$ cat config.mk
export PLATFORM = sky130hd
export DESIGN_NAME = lslcr_regs
export DESIGN_NICKNAME = d
export VERILOG_FILES = /design/src/rtl/lslcr_pkg.sv /design/src/rtl/lslcr_regs.sv
export SDC_FILE = /design/constraint.sdc
export NUM_CORES = 1
export LEC_CHECK = 0
export ABC_CLOCK_PERIOD_IN_PS = 5350
export CAP_MARGIN = 40
export CORE_ASPECT_RATIO = 0.5
export CORE_MARGIN = 2
export CORE_UTILIZATION = 60
export CTS_BUF_LIST = sky130_fd_sc_hd__clkbuf_4 sky130_fd_sc_hd__clkbuf_8 sky130_fd_sc_hd__clkbuf_16
export DETAILED_ROUTE_END_ITERATION = 6
export DONT_BUFFER_PORTS = 1
export PLACE_DENSITY = 0.79
export SLEW_MARGIN = 5
export SYNTH_ARGS = -nofsm -noshare
export SYNTH_HDL_FRONTEND = slang
export SYNTH_SLANG_ARGS = --single-unit
$ cat constraint.sdc
create_clock -name clk_sys -period 5.35 [get_ports clk_sys]
set_clock_uncertainty 0.15 [all_clocks]
set_input_delay 1.605 -clock clk_sys [delete_from_list [all_inputs] [get_ports clk_sys]]
set_output_delay 1.605 -clock clk_sys [all_outputs]
set_load 0.02 [all_outputs]
$ cat src/rtl/lslcr_pkg.sv
package lslcr_pkg;

    // management addressing
    localparam logic [4:0]  DEV_ADDR            = 5'h1E;
    localparam logic [15:0] OFS_LANE_DRIVER     = 16'h0007;
    localparam logic [15:0] OFS_LANE_POL_EQ     = 16'h0008;
    localparam logic [15:0] OFS_STATUS_OVERLAY  = 16'h0009;

    // reset values
    localparam logic [15:0] RST_LANE_DRIVER     = 16'hDC04;
    localparam logic [15:0] RST_LANE_POL_EQ     = 16'h000D;
    localparam logic [15:0] RST_STATUS_OVERLAY  = 16'h0380;

    // lane driver control field positions
    localparam int AMP_MSB      = 14;
    localparam int AMP_LSB      = 12;
    localparam int LOS_EN_BIT   = 11;
    localparam int TX_EN_BIT    = 10;
    localparam int TX_RATE_MSB  = 9;
    localparam int TX_RATE_LSB  = 8;
    localparam int DEEMPH_MSB   = 7;
    localparam int DEEMPH_LSB   = 4;
    localparam int RX_EN_BIT    = 2;
    localparam int RX_RATE_MSB  = 1;
    localparam int RX_RATE_LSB  = 0;

    // polarity and equalization field positions
    localparam int RX_INV_BIT   = 15;
    localparam int TX_INV_BIT   = 14;
    localparam int EQ_MSB       = 11;
    localparam int EQ_LSB       = 8;

    // spare bits that are stored and read back but drive nothing
    localparam int DRV_RSVD_HI_BIT = 15;
    localparam int DRV_RSVD_LO_BIT = 3;
    localparam int POL_RSVD_MSB    = 13;
    localparam int POL_RSVD_LSB    = 12;
    localparam int POL_LOW_MSB     = 7;
    localparam int POL_LOW_LSB     = 0;

    // lane rate codes; code 2'h3 is reserved and stored as written
    localparam logic [1:0] RATE_FULL    = 2'h0;
    localparam logic [1:0] RATE_HALF    = 2'h1;
    localparam logic [1:0] RATE_QUARTER = 2'h2;

    // equalizer codes; 4'h2..4'h7 reserved, 4'h8..4'hF adaptive with lower zero
    localparam logic [3:0] EQ_MAX_GAIN  = 4'h0;
    localparam logic [3:0] EQ_ADAPTIVE  = 4'h1;

    localparam int NUM_LANES = 4;

    typedef enum logic [1:0] {
        MODE_FOUR_LANE,
        MODE_TWO_LANE_10G,
        MODE_ONE_LANE_10G,
        MODE_ONE_G_KX
    } lslcr_mode_t;

    typedef struct packed {
        logic [2:0] output_amplitude_code;
        logic       signal_loss_detect_en;
        logic [1:0] tx_lane_rate_sel;
        logic [3:0] deemphasis_code;
        logic [1:0] rx_lane_rate_sel;
        logic       rx_output_invert;
        logic       tx_input_invert;
        logic [3:0] equalizer_code;
    } lslcr_lane_cfg_t;

    typedef struct packed {
        logic        wr;
        logic        rd;
        logic [4:0]  dev_addr;
        logic [15:0] reg_addr;
        logic [15:0] wdata;
    } lslcr_mgmt_req_t;

endpackage

$ cat src/rtl/lslcr_regs.sv
`timescale 1ns/100ps
`default_nettype none

module lslcr_regs
(
    // clock and reset
    input  wire logic                                    clk_sys,
    input  wire logic                                    reset,
    // management register port
    input  wire lslcr_pkg::lslcr_mgmt_req_t              mgmt_req,
    output logic [15:0]                                  mgmt_rdata_q,
    output logic                                         mgmt_rvalid_q,
    // lane steering inputs
    input  wire logic [lslcr_pkg::NUM_LANES-1:0]         lane_select_mask,
    input  wire logic                                    powerdown_pin_n,
    input  wire logic                                    global_powerdown,
    input  wire lslcr_pkg::lslcr_mode_t                  lane_mode,
    // per-lane settings and the shared status overlay
    output lslcr_pkg::lslcr_lane_cfg_t [lslcr_pkg::NUM_LANES-1:0] lane_cfg_q,
    output logic [lslcr_pkg::NUM_LANES-1:0]              tx_lane_enable_q,
    output logic [lslcr_pkg::NUM_LANES-1:0]              rx_lane_enable_q,
    output logic [15:0]                                  status_overlay_q
);

    localparam int NL = lslcr_pkg::NUM_LANES;

    // per-lane fields live in lane_cfg_q; these hold the remaining bits
    logic [NL-1:0] tx_en_bit_q;
    logic [NL-1:0] rx_en_bit_q;
    logic [NL-1:0] drv_rsvd_hi_q;
    logic [NL-1:0] drv_rsvd_lo_q;
    logic [1:0]    pol_rsvd_hi_q [NL];
    logic [7:0]    pol_rsvd_lo_q [NL];
    logic [15:0]   driver_word   [NL];
    logic [15:0]   pol_eq_word   [NL];
    logic [15:0]   overlay_q;
    logic          dev_hit;
    logic          wr_driver;
    logic          wr_pol_eq;
    logic          wr_overlay;
    logic [NL-1:0] tx_mode_allow;
    logic [NL-1:0] rx_mode_allow;
    logic          powered;
    logic          sel_valid;
    logic [1:0]    sel_lane;
    logic [15:0]   rdata_d;

    // only our own management address is decoded; other devices fall through
    assign dev_hit    = mgmt_req.dev_addr == lslcr_pkg::DEV_ADDR;
    assign wr_driver  = mgmt_req.wr && dev_hit
                        && mgmt_req.reg_addr == lslcr_pkg::OFS_LANE_DRIVER;
    assign wr_pol_eq  = mgmt_req.wr && dev_hit
                        && mgmt_req.reg_addr == lslcr_pkg::OFS_LANE_POL_EQ;
    assign wr_overlay = mgmt_req.wr && dev_hit
                        && mgmt_req.reg_addr == lslcr_pkg::OFS_STATUS_OVERLAY;

    // field stores drive the lane outputs directly; a lane only takes a
    // write when its mask bit is set, so lanes may hold different settings
    always_ff @(posedge clk_sys)
    begin
        for (int i = 0; i < NL; i++)
        begin
            if (reset)
            begin
                // reset words come from the package so fields and readback agree
                lane_cfg_q[i].output_amplitude_code <=
                    lslcr_pkg::RST_LANE_DRIVER[lslcr_pkg::AMP_MSB:lslcr_pkg::AMP_LSB];
                lane_cfg_q[i].signal_loss_detect_en <=
                    lslcr_pkg::RST_LANE_DRIVER[lslcr_pkg::LOS_EN_BIT];
                lane_cfg_q[i].tx_lane_rate_sel <=
                    lslcr_pkg::RST_LANE_DRIVER[lslcr_pkg::TX_RATE_MSB:lslcr_pkg::TX_RATE_LSB];
                lane_cfg_q[i].deemphasis_code <=
                    lslcr_pkg::RST_LANE_DRIVER[lslcr_pkg::DEEMPH_MSB:lslcr_pkg::DEEMPH_LSB];
                lane_cfg_q[i].rx_lane_rate_sel <=
                    lslcr_pkg::RST_LANE_DRIVER[lslcr_pkg::RX_RATE_MSB:lslcr_pkg::RX_RATE_LSB];
                lane_cfg_q[i].rx_output_invert <=
                    lslcr_pkg::RST_LANE_POL_EQ[lslcr_pkg::RX_INV_BIT];
                lane_cfg_q[i].tx_input_invert <=
                    lslcr_pkg::RST_LANE_POL_EQ[lslcr_pkg::TX_INV_BIT];
                lane_cfg_q[i].equalizer_code <=
                    lslcr_pkg::RST_LANE_POL_EQ[lslcr_pkg::EQ_MSB:lslcr_pkg::EQ_LSB];
            end
            else
            begin
                // driver word fields
                if (wr_driver && lane_select_mask[i])
                begin
                    lane_cfg_q[i].output_amplitude_code <=
                        mgmt_req.wdata[lslcr_pkg::AMP_MSB:lslcr_pkg::AMP_LSB];
                    lane_cfg_q[i].signal_loss_detect_en <=
                        mgmt_req.wdata[lslcr_pkg::LOS_EN_BIT];
                    lane_cfg_q[i].tx_lane_rate_sel <=
                        mgmt_req.wdata[lslcr_pkg::TX_RATE_MSB:lslcr_pkg::TX_RATE_LSB];
                    lane_cfg_q[i].deemphasis_code <=
                        mgmt_req.wdata[lslcr_pkg::DEEMPH_MSB:lslcr_pkg::DEEMPH_LSB];
                    lane_cfg_q[i].rx_lane_rate_sel <=
                        mgmt_req.wdata[lslcr_pkg::RX_RATE_MSB:lslcr_pkg::RX_RATE_LSB];
                end
                // polarity and equalizer word fields
                if (wr_pol_eq && lane_select_mask[i])
                begin
                    lane_cfg_q[i].rx_output_invert <=
                        mgmt_req.wdata[lslcr_pkg::RX_INV_BIT];
                    lane_cfg_q[i].tx_input_invert <=
                        mgmt_req.wdata[lslcr_pkg::TX_INV_BIT];
                    lane_cfg_q[i].equalizer_code <=
                        mgmt_req.wdata[lslcr_pkg::EQ_MSB:lslcr_pkg::EQ_LSB];
                end
            end
        end
    end

    // stored enables and spare driver bits; forcing never touches these, so
    // a lane comes back with its own setting when powerdown or the mode lifts
    always_ff @(posedge clk_sys)
    begin
        for (int i = 0; i < NL; i++)
        begin
            if (reset)
            begin
                tx_en_bit_q[i]   <= lslcr_pkg::RST_LANE_DRIVER[lslcr_pkg::TX_EN_BIT];
                rx_en_bit_q[i]   <= lslcr_pkg::RST_LANE_DRIVER[lslcr_pkg::RX_EN_BIT];
                drv_rsvd_hi_q[i] <= lslcr_pkg::RST_LANE_DRIVER[lslcr_pkg::DRV_RSVD_HI_BIT];
                drv_rsvd_lo_q[i] <= lslcr_pkg::RST_LANE_DRIVER[lslcr_pkg::DRV_RSVD_LO_BIT];
            end
            else if (wr_driver && lane_select_mask[i])
            begin
                tx_en_bit_q[i]   <= mgmt_req.wdata[lslcr_pkg::TX_EN_BIT];
                rx_en_bit_q[i]   <= mgmt_req.wdata[lslcr_pkg::RX_EN_BIT];
                drv_rsvd_hi_q[i] <= mgmt_req.wdata[lslcr_pkg::DRV_RSVD_HI_BIT];
                drv_rsvd_lo_q[i] <= mgmt_req.wdata[lslcr_pkg::DRV_RSVD_LO_BIT];
            end
        end
    end

    // spare polarity bits are kept per lane too so they read back as written
    always_ff @(posedge clk_sys)
    begin
        for (int i = 0; i < NL; i++)
        begin
            if (reset)
            begin
                pol_rsvd_hi_q[i] <=
                    lslcr_pkg::RST_LANE_POL_EQ[lslcr_pkg::POL_RSVD_MSB:lslcr_pkg::POL_RSVD_LSB];
                pol_rsvd_lo_q[i] <=
                    lslcr_pkg::RST_LANE_POL_EQ[lslcr_pkg::POL_LOW_MSB:lslcr_pkg::POL_LOW_LSB];
            end
            else if (wr_pol_eq && lane_select_mask[i])
            begin
                pol_rsvd_hi_q[i] <=
                    mgmt_req.wdata[lslcr_pkg::POL_RSVD_MSB:lslcr_pkg::POL_RSVD_LSB];
                pol_rsvd_lo_q[i] <=
                    mgmt_req.wdata[lslcr_pkg::POL_LOW_MSB:lslcr_pkg::POL_LOW_LSB];
            end
        end
    end

    // the overlay word is shared by all lanes and ignores the lane mask
    always_ff @(posedge clk_sys)
    begin
        if (reset)
        begin
            overlay_q <= lslcr_pkg::RST_STATUS_OVERLAY;
        end
        else if (wr_overlay)
        begin
            overlay_q <= mgmt_req.wdata;
        end
    end

    assign status_overlay_q = overlay_q;

    // driver word readback is rebuilt from the field stores
    always_comb
    begin
        for (int i = 0; i < NL; i++)
        begin
            driver_word[i] = {drv_rsvd_hi_q[i],
                              lane_cfg_q[i].output_amplitude_code,
                              lane_cfg_q[i].signal_loss_detect_en,
                              tx_en_bit_q[i],
                              lane_cfg_q[i].tx_lane_rate_sel,
                              lane_cfg_q[i].deemphasis_code,
                              drv_rsvd_lo_q[i],
                              rx_en_bit_q[i],
                              lane_cfg_q[i].rx_lane_rate_sel};
        end
    end

    // polarity word readback, spare bits included
    always_comb
    begin
        for (int i = 0; i < NL; i++)
        begin
            pol_eq_word[i] = {lane_cfg_q[i].rx_output_invert,
                              lane_cfg_q[i].tx_input_invert,
                              pol_rsvd_hi_q[i],
                              lane_cfg_q[i].equalizer_code,
                              pol_rsvd_lo_q[i]};
        end
    end

    // transmit lanes that the lane-count mode leaves alive
    always_comb
    begin
        case (lane_mode)
            lslcr_pkg::MODE_TWO_LANE_10G: tx_mode_allow = 4'h3;
            lslcr_pkg::MODE_ONE_LANE_10G: tx_mode_allow = 4'h1;
            lslcr_pkg::MODE_ONE_G_KX:     tx_mode_allow = 4'h1;
            default:                      tx_mode_allow = 4'hF;
        endcase
    end

    // receive lanes that the lane-count mode leaves alive
    always_comb
    begin
        case (lane_mode)
            lslcr_pkg::MODE_TWO_LANE_10G: rx_mode_allow = 4'h3;
            lslcr_pkg::MODE_ONE_LANE_10G: rx_mode_allow = 4'h1;
            lslcr_pkg::MODE_ONE_G_KX:     rx_mode_allow = 4'h1;
            default:                      rx_mode_allow = 4'hF;
        endcase
    end

    // either powerdown source forces every lane off, whatever the mode
    assign powered = powerdown_pin_n && !global_powerdown;

    // forcing only gates the outputs; the stored enable keeps its value and
    // comes back when the powerdown or the narrow mode goes away
    always_ff @(posedge clk_sys)
    begin
        if (reset)
        begin
            tx_lane_enable_q <= 4'h0;
        end
        else
        begin
            for (int i = 0; i < NL; i++)
            begin
                tx_lane_enable_q[i] <= tx_en_bit_q[i]
                                       && powered && tx_mode_allow[i];
            end
        end
    end

    always_ff @(posedge clk_sys)
    begin
        if (reset)
        begin
            rx_lane_enable_q <= 4'h0;
        end
        else
        begin
            for (int i = 0; i < NL; i++)
            begin
                rx_lane_enable_q[i] <= rx_en_bit_q[i]
                                       && powered && rx_mode_allow[i];
            end
        end
    end

    // reads need a one-hot mask; any other mask reads lane fields as zero
    // rather than picking one of several selected lanes at random
    always_comb
    begin
        sel_valid = 1'b1;
        sel_lane  = 2'h0;
        case (lane_select_mask)
            4'h1:    sel_lane = 2'h0;
            4'h2:    sel_lane = 2'h1;
            4'h4:    sel_lane = 2'h2;
            4'h8:    sel_lane = 2'h3;
            default: sel_valid = 1'b0;
        endcase
    end

    // unmapped offsets and foreign device addresses read as zero
    always_comb
    begin
        rdata_d = 16'h0000;
        if (dev_hit)
        begin
            case (mgmt_req.reg_addr)
                lslcr_pkg::OFS_LANE_DRIVER:
                    rdata_d = sel_valid ? driver_word[sel_lane] : 16'h0000;
                lslcr_pkg::OFS_LANE_POL_EQ:
                    rdata_d = sel_valid ? pol_eq_word[sel_lane] : 16'h0000;
                lslcr_pkg::OFS_STATUS_OVERLAY:
                    rdata_d = overlay_q;
                default:
                    rdata_d = 16'h0000;
            endcase
        end
    end

    // one-cycle answer to every read strobe, mapped or not
    always_ff @(posedge clk_sys)
    begin
        if (reset)
        begin
            mgmt_rvalid_q <= 1'b0;
        end
        else
        begin
            mgmt_rvalid_q <= mgmt_req.rd;
        end
    end

    // read data holds until the next read so a slow host can pick it up late
    always_ff @(posedge clk_sys)
    begin
        if (reset)
        begin
            mgmt_rdata_q <= 16'h0000;
        end
        else if (mgmt_req.rd)
        begin
            mgmt_rdata_q <= rdata_d;
        end
    end

endmodule

`default_nettype wire

Word-level counts from Yosys, hierarchy flattened. Memories as Yosys holds them, arrays and structs flattened. Cells that the tools add are included.

Register bits: 129. Bits in writable memories: 40. Bits of input ports: 49. Word-level logic and storage cells: 143. Memories kept: 2.

Memories: pol_rsvd_lo_q (words 4, bits a word 8, rd ports 4, clocked after Yosys merged registers in 0, wr ports 4, RTL line lslcr_regs.sv:33) `logic [7:0] pol_rsvd_lo_q [NL];`; pol_rsvd_hi_q (words 4, bits a word 2, rd ports 4, clocked after Yosys merged registers in 0, wr ports 4, RTL line lslcr_regs.sv:32) `logic [1:0] pol_rsvd_hi_q [NL];`.

$lt $le $gt $ge: 1. Eq/ne operators: 11. Mux-type cells: 35. Bitwise operators: 9. Reductions and logical operators: 32.

Operators with widths (count): $mux W16 (7); $bmux W16 S2 (2); $pmux W16 S3 (1); $eq A16 B4 Y1 const B (2); $mux W8 (4); $logic_and A1 B1 Y1 (29); $eq A16 B3 Y1 const B (1); $mux W1 (15); $mux W2 (4); $or A1 B1 Y1 (8); $pmux W4 S2 (1); $pmux W2 S3 (1); $eq A5 B5 Y1 const B (1); $eq A2 B2 Y1 const B (2); $eq A4 B1 Y1 const B (1); $eq A4 B2 Y1 const B (1); $eq A4 B3 Y1 const B (1); $eq A4 B4 Y1 const B (1); $reduce_or A4 Y1 (1); $ge A3 B3 Y1 const B (1); $not A2 Y3 (1); $eq A2 B1 Y1 const B (1); $reduce_or A2 Y1 (1); $logic_not A1 Y1 (1).

Logic depth before layout (Yosys ltp).
Word-level depth: 9. Gate-level depth with buffers: 8. Mapped depth without buffers: 5.

Least setup slack after synthesis. No wires, ideal clock.

Path kind: input-to-reg. Start: in mgmt_req[17] (netlist bit). End: mem pol_rsvd_hi_q[3][0] (enable). Library setup time: 0.334 ns. Data arrival time: 2.793 ns. Path slack: 2.073 ns. Stages: 5. Cell sequence: nor4b_1 > nand4_1 > nor2_2 > a21oi_1 > inv_1.

RTL lines: start: declaration (RTL line lslcr_regs.sv:10) `input wire lslcr_pkg::lslcr_mgmt_req_t mgmt_req,`; end: declaration (RTL line lslcr_regs.sv:32).

==> flow_summary_export.csv <==
group,metric,value,unit
layout,drive_above_1_share,8.68,%
floorplanning,io_pins,162,
clock_tree,htreeDepth,4,
clock_tree,cts_setup_buffers,0,
drt,first_pass_iters,6,
synthesis,ys_seq_elements,169,
drt,routed_via_density,6.78,
layout,areaGrowthSynthToFinish,2.89,%
global_routing,grt_antenna_before_repair,0,
floorplanning,fp.dieArea,14100,µm²
timing,hold_viol_final,0,
placement,io_buffers,0,
synthesis,ys_warn_count,0,
critical_path,end_kind,"flip-flop",
critical_path,crit_fanout,32,
floorplanning,die_w,166,µm
critical_path,cp.required,5370,ps
global_routing,grt_pass1_wl,36000,µm
drt,drtIter0Drc,792,
job,max_cap_violations,0,
clock_tree,cts.sinks,169,
critical_path,worstSetupPathType,"in -> reg",
critical_path,worst_ep_arrival_time,3720,ps
timing,max_freq,271,MHz
global_routing,overflow,0,
global_routing,grt_max_degree,89,
clock_tree,tritoncts,"yes",
synthesis,ys_types,44,
timing,setup_viol,0,
power,cellLeakagePower,2.89,nW
timing,period_needed,3700,ps
synthesis,ys_seq_area_share,48.2,%
critical_path,crit_buf_inv,1,
floorplanning,coreArea,12700,µm²
layout,nets,819,
placement,dpl.hpwl,16000,µm
clock_tree,clkLatencyLatePin,430,ps
synthesis,synth_area,7840,µm²
timing,drv_slew,0,
power,vdd_ir_drop_max,0.197,mV
power,power.density,328,nW/µm²
drt,drcViolationCount,0,
critical_path,crit_path_top_delay_cell,"nand3_1",
timing,tightest_slew,917,ps
floorplanning,fp.dieH,84.8,µm
global_routing,grt_util_all_layers,33.8,%
layout,post-route-util,63.5,%
critical_path,cp_top_family,"simple AND/OR/NAND/NOR gates",
clock_tree,cts_hold_buf,0,
synthesis,syn_nets,894,
critical_path,start_kind,"input port",
synthesis,syn_avg_cell_area,9.28,µm²
critical_path,cp_slowest_stage_delay,580,ps
layout,layout.cells.non_filler,953,
placement,place_inst,921,
critical_path,crit_top_cell,"nor4_4",
clock_tree,root_buffer,"clkbuf_16",
drt,vias,6463,
hold_path,hp-class,"reg -> reg",
global_routing,first_global_vias,6047,
timing,finalCritPeriodShare,69.1,%
clock_tree,numCtsBuffers,17,
floorplanning,fp-row-count,29,
placement,gp_congestion,0.896,
floorplanning,start_util,61.8,%
timing,rsz0062_at_grt,"no",
run_status,status,"completed",
clock_tree,cts_resized,0,
critical_path,crit_chain,"nor4_4 -> nand3_1 -> nor4_4 -> buf_4 -> and2_1 -> nand2b_1",
layout,num_antenna_cells,0,
clock_tree,clkTransAtPathRegs,70,ps
timing,final.setup.tns,0,ps
drt,ant_nets,0,
synthesis,syn_inst,845,
drt,wl_per_cell,24.8,µm
timing,slew-limit-headroom,38.8,%
drt,wl,23600,µm
clock_tree,clk_path_buf_depth,2,
path summary, 6_finish.rpt:
| check | from | cells after the start | end | slack, ps |
|---|---|---|---|---|
| worst max-delay path | mgmt_req[29] | 6 | pol_rsvd_lo_q[3][0] | 1650 |
| worst min-delay path | drv_rsvd_lo_q[2] | 2 | drv_rsvd_lo_q[2] | 310 |
| worst max register to register | lane_cfg_q[49] | 4 | mgmt_rdata_q[9] | 3630 |
| worst min register to register | drv_rsvd_lo_q[2] | 2 | drv_rsvd_lo_q[2] | 310 |
sequential cells by signal, indices dropped and copies added (netlist names):
signal            cells
lane_cfg_q           72
pol_rsvd_lo_q        32
mgmt_rdata_q         16
status_overlay_q     16
pol_rsvd_hi_q         8
drv_rsvd_hi_q         4
drv_rsvd_lo_q         4
rx_en_bit_q           4
rx_lane_enable_q      4
tx_en_bit_q           4
tx_lane_enable_q      4
mgmt_rvalid_q         1
kinds of logic after synthesis:
family	synth area share [%]
buffers and inverters	8.20
AO/OA/AOI/OAI	19.5
flip-flops	48.2
AND/OR/NAND/NOR	23.5
XOR/XNOR	0.558
layer usage:
| layer | share of wire [%] | vias to the layer above | global-route usage [%] | wire (µm) |
|---|---|---|---|---|
| li1 | - | 2844 | - | - |
| met1 | 38 | 3100 | 43.7 | 9010 |
| met2 | 43 | 468 | 51.7 | 10300 |
| met3 | 16 | 51 | 14.8 | 3790 |
| met4 | 2.4 | 0 | 11.0 | 556 |
| met5 | 0 | - | 0 | 0 |
cells in the final DEF, fill, tap and decap left out, types with 15 or more instances in the layout:
| cell | instances |
|---|---|
| a211oi_1 | 17 |
| a21oi_1 | 43 |
| a21oi_2 | 16 |
| a22o_1 | 24 |
| a22oi_1 | 30 |
| a2bb2oi_1 | 30 |
| and2_1 | 31 |
| and3_1 | 34 |
| clkbuf_16 | 17 |
| dfxtp_1 | 129 |
| edfxtp_1 | 40 |
| nand2_1 | 177 |
| nand3_1 | 27 |
| nand3b_1 | 27 |
| nor3_1 | 15 |
| o211ai_1 | 15 |
| o21ai_0 | 18 |
| o31ai_1 | 16 |
stage by stage:
stage                     hold WS, ps  power [W]  cell area, µm²  setup WS, ps
final                             314    0.00264            8070          1650
after global routing              333    0.00271            8070          1480
after CTS                         309    0.00264            8070          1740
after detailed placement          299    0.00145            7490          1300
after global placement            285    0.00144            7490          1400
after floorplan                   281    0.00145            7840          2070
layout make-up:
type / instances / area, µm²
clock buffer: 18 / 439
multi-input combinational: 570 / 3420
tap: 170 / 213
inverter: 4 / 15.0
timing repair buffer: 8 / 60.1
clock inverter: 14 / 143
fill: 1009 / 4630
sequential: 169 / 3780
Yosys cell counts (all sizes together):
master	instances	area share, %
and3	34	2.7
nor4	4	1.1
o21ai	20	1.3
nor4b	1	0.11
and4	2	0.22
nor3b	1	0.096
dfxtp	129	33
nor2b	7	0.56
o211ai	15	1.4
o221ai	1	0.11
nand4	3	0.24
nor3	15	0.96
nand3b	27	2.6
and4b	2	0.26
a22oi	30	2.9
or4b	1	0.18
xnor2	1	0.21
nor2	6	0.35
clkbuf	36	1.7
or2	1	0.080
nand2	179	8.6
xor2	1	0.35
a22o	24	2.7
a2bb2oi	30	3.4
edfxtp	40	15
buf	66	6.3
inv	4	0.19
a21oi	59	4.5
nand3	27	1.7
and2	31	2.5
a211oi	17	1.6
nand4b	1	0.11
o31ai	16	1.5
nand2b	13	1.0
nor4bb	1	0.13
worst reg2reg max path: stages (launching register included):
cell,delay [ps]
dfxtp_1,400
a22oi_1,220
a2bb2oi_1,210
a2bb2oi_1,470
o211ai_1,140
power by group:
| part | internal, W | switching [W] |
|---|---|---|
| combinational | 0.0000340 | 0.0000591 |
| sequential | 0.00132 | 0.00000753 |
| clock | 0.000641 | 0.000583 |
| total | 0.00199 | 0.000650 |
No activity file was read; power rests on OpenSTA's default activity.
